--- src/shared/purge_map.svh ---
// Address map, field positions, reset values and timing counts of the purge sequencer
`ifndef PURGE_MAP_SVH
`define PURGE_MAP_SVH

// Timebase: one tick per second from the 40 MHz clock
`define CLK_HZ 40000000
`define TICK_S 1
`define SEC_CYCLES (`CLK_HZ * `TICK_S)

// Wishbone byte addresses
`define ADDR_CTRL 8'h00
`define ADDR_CYCLE 8'h04
`define ADDR_POST 8'h08
`define ADDR_STATUS 8'h0c
`define ADDR_LEFT 8'h10

// Control register fields
`define CTRL_VARIANT_B 0
`define CTRL_FILTER_FIT 1
`define CTRL_SAMPLE_FIT 2
`define CTRL_MANUAL 3

// Status register fields
`define STAT_BUSY 4
`define STAT_PLUGGED 5
`define STAT_ARMED 6
`define STAT_WAITING 7

// Reset values
`define CTRL_RESET 3'h6
`define CYCLE_DEFAULT_H 4
`define CYCLE_DEFAULT_S (`CYCLE_DEFAULT_H * 3600)
`define POST_DEFAULT_S 16'h0096

// Step durations in seconds
`define FILTER_A_S 16'h000a
`define TUBE_A_S 16'h000e
`define VENT_S 16'h0006
`define SWITCH_B_S 16'h0002
`define FILTER_B_S 16'h0004
`define TUBE_B_S 16'h0008
`define FAULT_WAIT_S 5'h1e
`define TUBE_LONG_AT 16'h000a

`endif

--- src/shared/purge_pkg.sv ---
// Types shared by the purge sequencer
package purge_pkg;

   typedef enum logic [2:0] {
      ST_IDLE,
      ST_SWITCH,
      ST_FILTER,
      ST_TUBE,
      ST_VENT,
      ST_POST
   } step_t;

endpackage

--- src/rtl/purge_timebase.sv ---
// One-second tick generator with restart
`timescale 1ns/1ps
`include "purge_map.svh"

module purge_timebase #(
   parameter int TICK_CYCLES = `SEC_CYCLES
) (
   input  wire logic mclk,    // System clock
   input  wire logic resetn,  // Synchronous reset, active low
   input  wire logic restart, // Realign the second boundary
   output logic      secTick  // One-cycle pulse per second
);

   logic [25:0] count;
   wire         wrap = (count == 26'(TICK_CYCLES - 1));

   always_ff @(posedge mclk) begin
      if (!resetn || restart || wrap) begin
         count <= 26'h0000000;
      end else begin
         count <= count + 26'h0000001;
      end
   end

   always_ff @(posedge mclk) begin
      if (!resetn || restart) begin
         secTick <= 1'b0;
      end else begin
         secTick <= wrap;
      end
   end

endmodule

--- src/rtl/filter_back_purge_sequencer.sv ---
// Back-purge sequencer for a probe filter, with a Wishbone register slave
//
// Design decisions made here: the Wishbone slave port and the placing of the registers.
`timescale 1ns/1ps
`include "purge_map.svh"

module filter_back_purge_sequencer #(
   parameter int SEC_CYCLES = `SEC_CYCLES
) (
   input  wire logic        mclk,              // 40 MHz clock
   input  wire logic        resetn,            // Synchronous reset, active low
   input  wire logic        wb_cyc_i,          // Wishbone cycle
   input  wire logic        wb_stb_i,          // Wishbone strobe
   input  wire logic        wb_we_i,           // Wishbone write enable
   input  wire logic [7:0]  wb_adr_i,          // Byte address
   input  wire logic [3:0]  wb_sel_i,          // Byte enables
   input  wire logic [31:0] wb_dat_i,          // Write data
   output logic      [31:0] wb_dat_o,          // Read data
   output logic             wb_ack_o,          // Acknowledge
   input  wire logic        flowFault,         // Flow below limit
   input  wire logic        softkeyStart,      // Local start key
   input  wire logic        remoteStart,       // Remote start input
   output logic             impulseAirValve,   // A: impulse air
   output logic             filterPurgeValveA, // A: filter purge
   output logic             tubePurgeValveA,   // A: tube purge
   output logic             ventValveA,        // A: vent
   output logic             sampleGasValve,    // A: sample gas path
   output logic             filterPurgeValveB, // B: filter purge
   output logic             tubePurgeValveB,   // B: tube purge
   output logic             ventValveB,        // B: vent
   output logic             calibrationValveOutput, // High = measure
   output logic             purgeMessage,      // Purge active message
   output logic             maintenanceStatus, // Maintenance mode
   output logic             pluggedLineStatus  // Sample line blocked flag
);
   import purge_pkg::*;

   step_t       state;
   step_t       next_state;
   logic [2:0]  ctrl;
   logic [23:0] cycleTime;
   logic [15:0] postTime;
   logic [23:0] cycleLeft;
   logic [15:0] secCount;
   logic [4:0]  waitCount;
   logic        faultArmed;
   logic        faultRun;
   logic        faultWaiting;
   logic        softPrev;
   logic        remotePrev;
   logic        secTick;

   function automatic logic [31:0] mergeBytes(input logic [31:0] old,
                                              input logic [31:0] wdat,
                                              input logic [3:0]  sel);
      logic [31:0] res;
      res = old;
      for (int i = 0; i < 4; i++) begin
         if (sel[i]) begin
            res[i*8 +: 8] = wdat[i*8 +: 8];
         end
      end
      return res;
   endfunction

   // Register slave decode
   wire wbReq   = wb_cyc_i && wb_stb_i && !wb_ack_o;
   // Writes land on the acknowledge edge, while the master still holds the request
   wire wbWrite = wb_cyc_i && wb_stb_i && wb_we_i && wb_ack_o;
   wire selCtrl = (wb_adr_i == `ADDR_CTRL);
   wire selCyc  = (wb_adr_i == `ADDR_CYCLE);
   wire selPost = (wb_adr_i == `ADDR_POST);
   wire selStat = (wb_adr_i == `ADDR_STATUS);
   wire selLeft = (wb_adr_i == `ADDR_LEFT);

   wire [31:0] ctrlMerged = mergeBytes({29'h0, ctrl}, wb_dat_i, wb_sel_i);
   wire [31:0] cycMerged  = mergeBytes({8'h00, cycleTime}, wb_dat_i, wb_sel_i);
   wire [31:0] postMerged = mergeBytes({16'h0000, postTime}, wb_dat_i, wb_sel_i);

   wire cfgVariantB = ctrl[`CTRL_VARIANT_B];
   wire cfgFilterFit = ctrl[`CTRL_FILTER_FIT];
   wire cfgSampleFit = ctrl[`CTRL_SAMPLE_FIT];
   wire inA = !cfgVariantB;

   wire idle = (state == ST_IDLE);
   wire busy = !idle;

   wire [31:0] statusWord = {24'h000000, faultWaiting, faultArmed,
                             pluggedLineStatus, busy, 1'b0, 3'(state)};

   wire [31:0] readMux = selCtrl ? {29'h0, ctrl} :
                         selCyc  ? {8'h00, cycleTime} :
                         selPost ? {16'h0000, postTime} :
                         selStat ? statusWord :
                         selLeft ? {8'h00, cycleLeft} : 32'h00000000;

   // Start requests; edges so a held key starts one purge only
   wire regManual = wbWrite && selCtrl && wb_sel_i[0] && wb_dat_i[`CTRL_MANUAL];
   wire manualReq = (softkeyStart && !softPrev)
                 || (remoteStart && !remotePrev)
                 || regManual;
   wire autoOk = !pluggedLineStatus && !faultWaiting;
   wire cycleExpire = secTick && (cycleLeft == 24'h000000);
   wire faultStart = idle && autoOk && faultArmed && flowFault;
   wire cycleStart = idle && autoOk && cycleExpire;
   wire startReq = idle && (manualReq || faultStart || cycleStart);

   // Step timing
   wire [15:0] stepDur =
      (state == ST_SWITCH) ? `SWITCH_B_S :
      (state == ST_FILTER) ? (inA ? `FILTER_A_S : `FILTER_B_S) :
      (state == ST_TUBE)   ? (inA ? `TUBE_A_S : `TUBE_B_S) :
      (state == ST_VENT)   ? `VENT_S : postTime;
   wire stepLast = busy && secTick && (secCount == stepDur - 16'h0001);
   wire purgeDone = (state == ST_POST) && stepLast;
   wire waitDone = faultWaiting && idle && secTick
                   && (waitCount == `FAULT_WAIT_S - 5'h01);

   always_comb begin
      next_state = state;
      case (state)
         ST_IDLE: begin
            if (startReq) begin
               next_state = cfgVariantB ? ST_SWITCH : ST_FILTER;
            end
         end
         ST_SWITCH: begin
            if (stepLast) begin
               next_state = ST_FILTER;
            end
         end
         ST_FILTER: begin
            if (stepLast) begin
               next_state = ST_TUBE;
            end
         end
         ST_TUBE: begin
            if (stepLast) begin
               next_state = ST_VENT;
            end
         end
         ST_VENT: begin
            if (stepLast) begin
               next_state = ST_POST;
            end
         end
         ST_POST: begin
            if (stepLast) begin
               next_state = ST_IDLE;
            end
         end
         default: begin
            next_state = ST_IDLE;
         end
      endcase
   end

   // Output decode per step and variant
   wire inFilter = (state == ST_FILTER);
   wire inTube = (state == ST_TUBE);
   wire inVent = (state == ST_VENT);
   wire measurePos = idle || (state == ST_POST);
   wire tubeLong = (secCount >= `TUBE_LONG_AT);

   wire next_impulse = inA && ((inFilter && secCount[1])
                             || (inTube && (secCount[1] || tubeLong)));
   wire next_filterA = inA && cfgFilterFit && (inFilter || inVent);
   wire next_tubeA = inA && inTube;
   wire next_ventA = inA && (measurePos || inVent);
   wire next_sample = inA && cfgSampleFit && measurePos;
   wire next_filterB = cfgVariantB && cfgFilterFit && inFilter
                       && (secCount < 16'h0002);
   wire next_tubeB = cfgVariantB && inTube
                     && (secCount[2] || !secCount[1]);
   wire next_ventB = cfgVariantB && inVent;
   wire next_cal = measurePos;

   purge_timebase #(
      .TICK_CYCLES(SEC_CYCLES)
   ) u_timebase (
      .mclk    (mclk),
      .resetn  (resetn),
      .restart (startReq),
      .secTick (secTick)
   );

   always_ff @(posedge mclk) begin
      if (!resetn) begin
         wb_ack_o <= 1'b0;
         wb_dat_o <= 32'h00000000;
      end else begin
         wb_ack_o <= wbReq;
         wb_dat_o <= wbReq ? readMux : 32'h00000000;
      end
   end

   always_ff @(posedge mclk) begin
      if (!resetn) begin
         ctrl <= `CTRL_RESET;
         cycleTime <= 24'(`CYCLE_DEFAULT_S);
         postTime <= `POST_DEFAULT_S;
      end else if (wbWrite) begin
         if (selCtrl) ctrl <= ctrlMerged[2:0];
         if (selCyc) cycleTime <= cycMerged[23:0];
         if (selPost) postTime <= postMerged[15:0];
      end
   end

   always_ff @(posedge mclk) begin
      if (!resetn) begin
         state <= ST_IDLE;
         secCount <= 16'h0000;
         softPrev <= 1'b0;
         remotePrev <= 1'b0;
      end else begin
         state <= next_state;
         softPrev <= softkeyStart;
         remotePrev <= remoteStart;
         if (startReq || stepLast) secCount <= 16'h0000;
         else if (busy && secTick) secCount <= secCount + 16'h0001;
      end
   end

   // Cycle timer runs in every state, so a lapse in a purge is simply dropped
   always_ff @(posedge mclk) begin
      if (!resetn) begin
         cycleLeft <= 24'(`CYCLE_DEFAULT_S - 1);
      end else if (cycleExpire || faultStart || (wbWrite && selCyc)) begin
         cycleLeft <= (wbWrite && selCyc) ? cycMerged[23:0] - 24'h000001
                                          : cycleTime - 24'h000001;
      end else if (secTick) begin
         cycleLeft <= cycleLeft - 24'h000001;
      end
   end

   // Fault bookkeeping
   always_ff @(posedge mclk) begin
      if (!resetn) begin
         faultArmed <= 1'b1;
         faultRun <= 1'b0;
         faultWaiting <= 1'b0;
         waitCount <= 5'h00;
         pluggedLineStatus <= 1'b0;
      end else begin
         if (!flowFault) faultArmed <= 1'b1;
         else if (faultStart) faultArmed <= 1'b0;
         if (startReq) faultRun <= faultStart;
         if (purgeDone && faultRun) begin
            faultWaiting <= 1'b1;
            waitCount <= 5'h00;
         end else if (waitDone) begin
            faultWaiting <= 1'b0;
         end else if (faultWaiting && idle && secTick) begin
            waitCount <= waitCount + 5'h01;
         end
         if (waitDone && flowFault) pluggedLineStatus <= 1'b1;
         else if (!flowFault) pluggedLineStatus <= 1'b0;
      end
   end

   always_ff @(posedge mclk) begin
      if (!resetn) begin
         impulseAirValve <= 1'b0;
         filterPurgeValveA <= 1'b0;
         tubePurgeValveA <= 1'b0;
         ventValveA <= 1'b0;
         sampleGasValve <= 1'b0;
         filterPurgeValveB <= 1'b0;
         tubePurgeValveB <= 1'b0;
         ventValveB <= 1'b0;
         calibrationValveOutput <= 1'b1;
         purgeMessage <= 1'b0;
         maintenanceStatus <= 1'b0;
      end else begin
         impulseAirValve <= next_impulse;
         filterPurgeValveA <= next_filterA;
         tubePurgeValveA <= next_tubeA;
         ventValveA <= next_ventA;
         sampleGasValve <= next_sample;
         filterPurgeValveB <= next_filterB;
         tubePurgeValveB <= next_tubeB;
         ventValveB <= next_ventB;
         calibrationValveOutput <= next_cal;
         purgeMessage <= busy;
         maintenanceStatus <= busy;
      end
   end
endmodule

--- config.mk ---
export PLATFORM = sky130hd
export DESIGN_NAME = filter_back_purge_sequencer
export DESIGN_NICKNAME = d
export VERILOG_FILES = /design/src/shared/purge_pkg.sv /design/src/rtl/purge_timebase.sv /design/src/rtl/filter_back_purge_sequencer.sv
export VERILOG_INCLUDE_DIRS = /design/src /design/src/shared
export SDC_FILE = /design/constraint.sdc
export NUM_CORES = 1
export LEC_CHECK = 0
export BUFFER_PORTS_ARGS = -buffer_cell sky130_fd_sc_hd__buf_2
export CORE_MARGIN = 3
export CORE_UTILIZATION = 35
export CTS_BUF_LIST = sky130_fd_sc_hd__clkbuf_8
export DETAILED_ROUTE_END_ITERATION = 8
export GPL_TIMING_DRIVEN = 0
export HOLD_SLACK_MARGIN = 0.1
export MAX_ROUTING_LAYER = met4
export PLACE_DENSITY = 0.51
export SYNTH_ARGS = -nofsm -noshare
export SYNTH_HDL_FRONTEND = slang
export SYNTH_SLANG_ARGS = --single-unit
--- constraint.sdc ---
create_clock -name mclk -period 11.2 [get_ports mclk]
set_input_delay 2.24 -clock mclk [delete_from_list [all_inputs] [get_ports mclk]]
set_output_delay 2.24 -clock mclk [all_outputs]
set_load 0.005 [all_outputs]
==> metrics <==
outcome finished, final reports clean; share of the synthesized area in the top cell type 36.2%; vias per cell 5.51; clk root buf clkbuf_8; Worst Path Required 11.57 ns; synth top area cells dfxtp_1 (36%), nor2_1 (6.6%), nand2_1 (4.8%), mux2i_1 (4.3%), xor2_1 (4.0%); critical-path cell list buf_2, nor4_2, and2_1, clkbuf_1, nand2_1, nand2_1, clkbuf_1, buf_1, nand2_1, o21ai_0, ha_1, inv_1, a21oi_1, and3_1, clkbuf_1, nand3_1, xnor2_1, a211oi_1; xor and xnor area share after synthesis 7.27%; post-synthesis mux area share 5.00%; period utilization 60.1%; Worst Hold Endpoint faultRun; Worst Setup End Kind register; CTS clk-pin slew, worst paths 0.09 ns; Most used DFF post-synth dfxtp_1; RR Startpoint state[1]; Post-CTS Setup Bufs 0; Final #Nets 1260; global-route wire length before repair 44700 µm; largest net degree at the start of global routing 17; crit path max fanout 10; Detail Route Antenna Nets 0; f_max 149 MHz; Clk Latency, worst-skew pair 0.48 ns; Worst-Margin Slew 0.993 ns; Crit Path Class in -> reg; Slew Limit Fails 0; Clock Skew 0.0252 ns; gr ovfl total 0; FF-to-FF path depth 18; Critical Path Source Type primary input; core outline area 0.0245 mm²; clock buffer depth 2; # setup viols final 0; post-synth cell types 82; Synth Area in Compound Gates 17.8%; Post-synth EDFFs 0; largest family of logic cells by synthesized area simple AND/OR/NAND/NOR gates; Non-Filler Instances 1538; antenna diode count 0; area leader, netlist dfxtp_1; row cnt 57; Ys Warns 0; 1st-iter DRT viols 736; post-layout minimum cycle time 6.73 ns; DRT Pass-1 Iters 8; Finished Core Util 41.0%; Num Clock Sinks 159; initial antenna violation count 0; Rel. slew slack 33.8%; critical path's top delay family buffers and inverters; Syn-to-layout area delta 14.4%; Synth Area in Simple Gates 28.0%; post-cts resize count 0; Top-Level Pins 97; drt total wl 28300 µm; Via Count 8477; FF+latch count, synth 159; share of cells above drive strength 1 13.4%; die width 165 µm; Critical Path Stages 18; Max IR drop VDD 0.0708 mV; Worst EP arrival 7.10 ns; DIE AREA 0.0271 mm²; worst min-delay path category reg -> reg; Fin. Hold Viols 0; asr flop ratio synth 0%; crit path buf inv count 6; Worst Hold Slack 0.484 ns; Die Ht 165 µm; MaxCap Viol Count 0; RSZ-0062 raised after global routing no; adder-cell share of the synthesized area 0.995%; Cell Area, Synth 0.00880 mm²; All-Layer GR Usage 21.7%; routability cong. 0.935; max incr delay on CP 0.62 ns; most numerous cell in the Yosys netlist dfxtp_1; Fin Setup TNS 0 ns; Post-Syn Instances 1097; P per Cell Area 154 mW/mm²; DRC viols 0; post-synthesis area per instance 8.02 µm²; PortBufs 78; H-tree depth 4; Final HPWL DP 21800 µm; Reg2Reg Setup Slack 6.34 ns; vias in the first global route 8012; Worst Hold Depth 2; Seq/Total Area, Yosys 36.2%; # hold bufs at CTS 0; Placed Instances 1506; Min-Delay Startpoint faultRun; R2R Path End cycleLeft[10]; top post-synthesis cells by count dfxtp_1 (159), nor2_1 (154), nand2_1 (112), nor3_1 (53); total CTS buffers 17; slowest CP cell nor4_2; Initial Util 35.9%; CTS tree yes; drt wl/cell 18.4 µm; Leak 3.80 nW
-- worst max path at each step --
| stage | from | end | slack (ns) |
|---|---|---|---|
| 6_report | wb_adr_i[5] | cycleLeft[10] | 4.47 |
| 3_5_place_dp | wb_adr_i[5] | cycleLeft[10] | 4.02 |
| 4_1_cts | wb_adr_i[5] | cycleLeft[10] | 4.52 |
| 2_1_floorplan | wb_adr_i[5] | cycleLeft[10] | 5.63 |
| 5_1_grt | wb_adr_i[5] | cycleLeft[10] | 4.03 |
| 3_3_place_gp | wb_adr_i[5] | cycleLeft[10] | 4.01 |
-- cells in the final DEF (no fill, tap or decap), drive strengths merged, types with 8 or more instances in the layout --
master,netlist,routed
or3,21,21
a222oi,11,11
nand3,47,47
and3,19,19
o211ai,9,9
buf,31,109
a21oi,40,40
inv,23,30
nor4,19,19
o21ai,49,49
nand4,27,27
dfxtp,159,159
mux2i,38,38
a22oi,13,13
xor2,40,40
nor3,55,55
clkbuf,42,60
nor2,154,154
a211oi,14,14
xnor2,33,33
nand2,112,112
conb,1,8
-- where the power goes --
group / internal, W / switching [W] / total (W) / leakage, nW
Sequential: 0.000592 / 0.0000277 / 0.000620 / 1.29
Combinational: 0.000148 / 0.000305 / 0.000453 / 2.30
Clock: 0.000235 / 0.000246 / 0.000481 / 0.222
-- routing by layer --
metal	vias to the layer above	wire length, µm	part of all wire, %	track usage (%)
met3	46	1400	5.0	2.83
met5	-	0	0	-
li1	4177	-	-	-
met4	0	694	2.5	7.47
met2	236	12900	46	33.5
met1	4018	13300	47	29.4
-- registers in the layout, summed over array words and instances (netlist names), 3 cells and up --
signal	count
secCount	16
ctrl	3
u_timebase.count	26
cycleTime	24
cycleLeft	24
wb_dat_o	24
state	3
waitCount	5
postTime	16
-- metrics by stage --
stage	area [µm²]	worst slack (ns)	power, W
after floorplan	8830	5.63	0.000937
after global placement	9620	4.01	0.00108
after detailed placement	9620	4.02	0.00108
after CTS	10100	4.52	0.00156
after global routing	10100	4.03	0.00164
final	10100	4.47	0.00155
-- cell type report --
cell class / count / area [µm²]
inverters: 23 / 86.3
fillers: 2625 / 14500
clock buffers: 18 / 248
multi-input cells: 849 / 5230
clock inverters: 14 / 191
flip-flops and latches: 159 / 3180
repair buffers: 78 / 390
well taps: 324 / 405
plain buffers: 73 / 333
-- worst register-to-register path, cell delays in order, from the launching register on --
cell and delay (ns):
dfxtp_1 0.32, buf_2 0.17, buf_2 0.19, nor3_2 0.27, nand4_2 0.31, o31a_1 0.28, nand2_1 0.29, clkbuf_1 0.46
buf_1 0.53, nand2_1 0.09, o21ai_0 0.10, ha_1 0.23, inv_1 0.08, a21oi_1 0.26, and3_1 0.22, clkbuf_1 0.40
nand3_1 0.17, xnor2_1 0.16, a211oi_1 0.23
-- cell families after synthesis --
family                     Yosys count
AOI/OAI and AO/OA                  217
xor gates and xnor gates            73
adders and majority gates            7
buffers and inverters               96
DFF                                159
muxes                               42
other                                1
and+or+nand+nor                    502
Note: power is estimated with default switching activity, not from simulation.
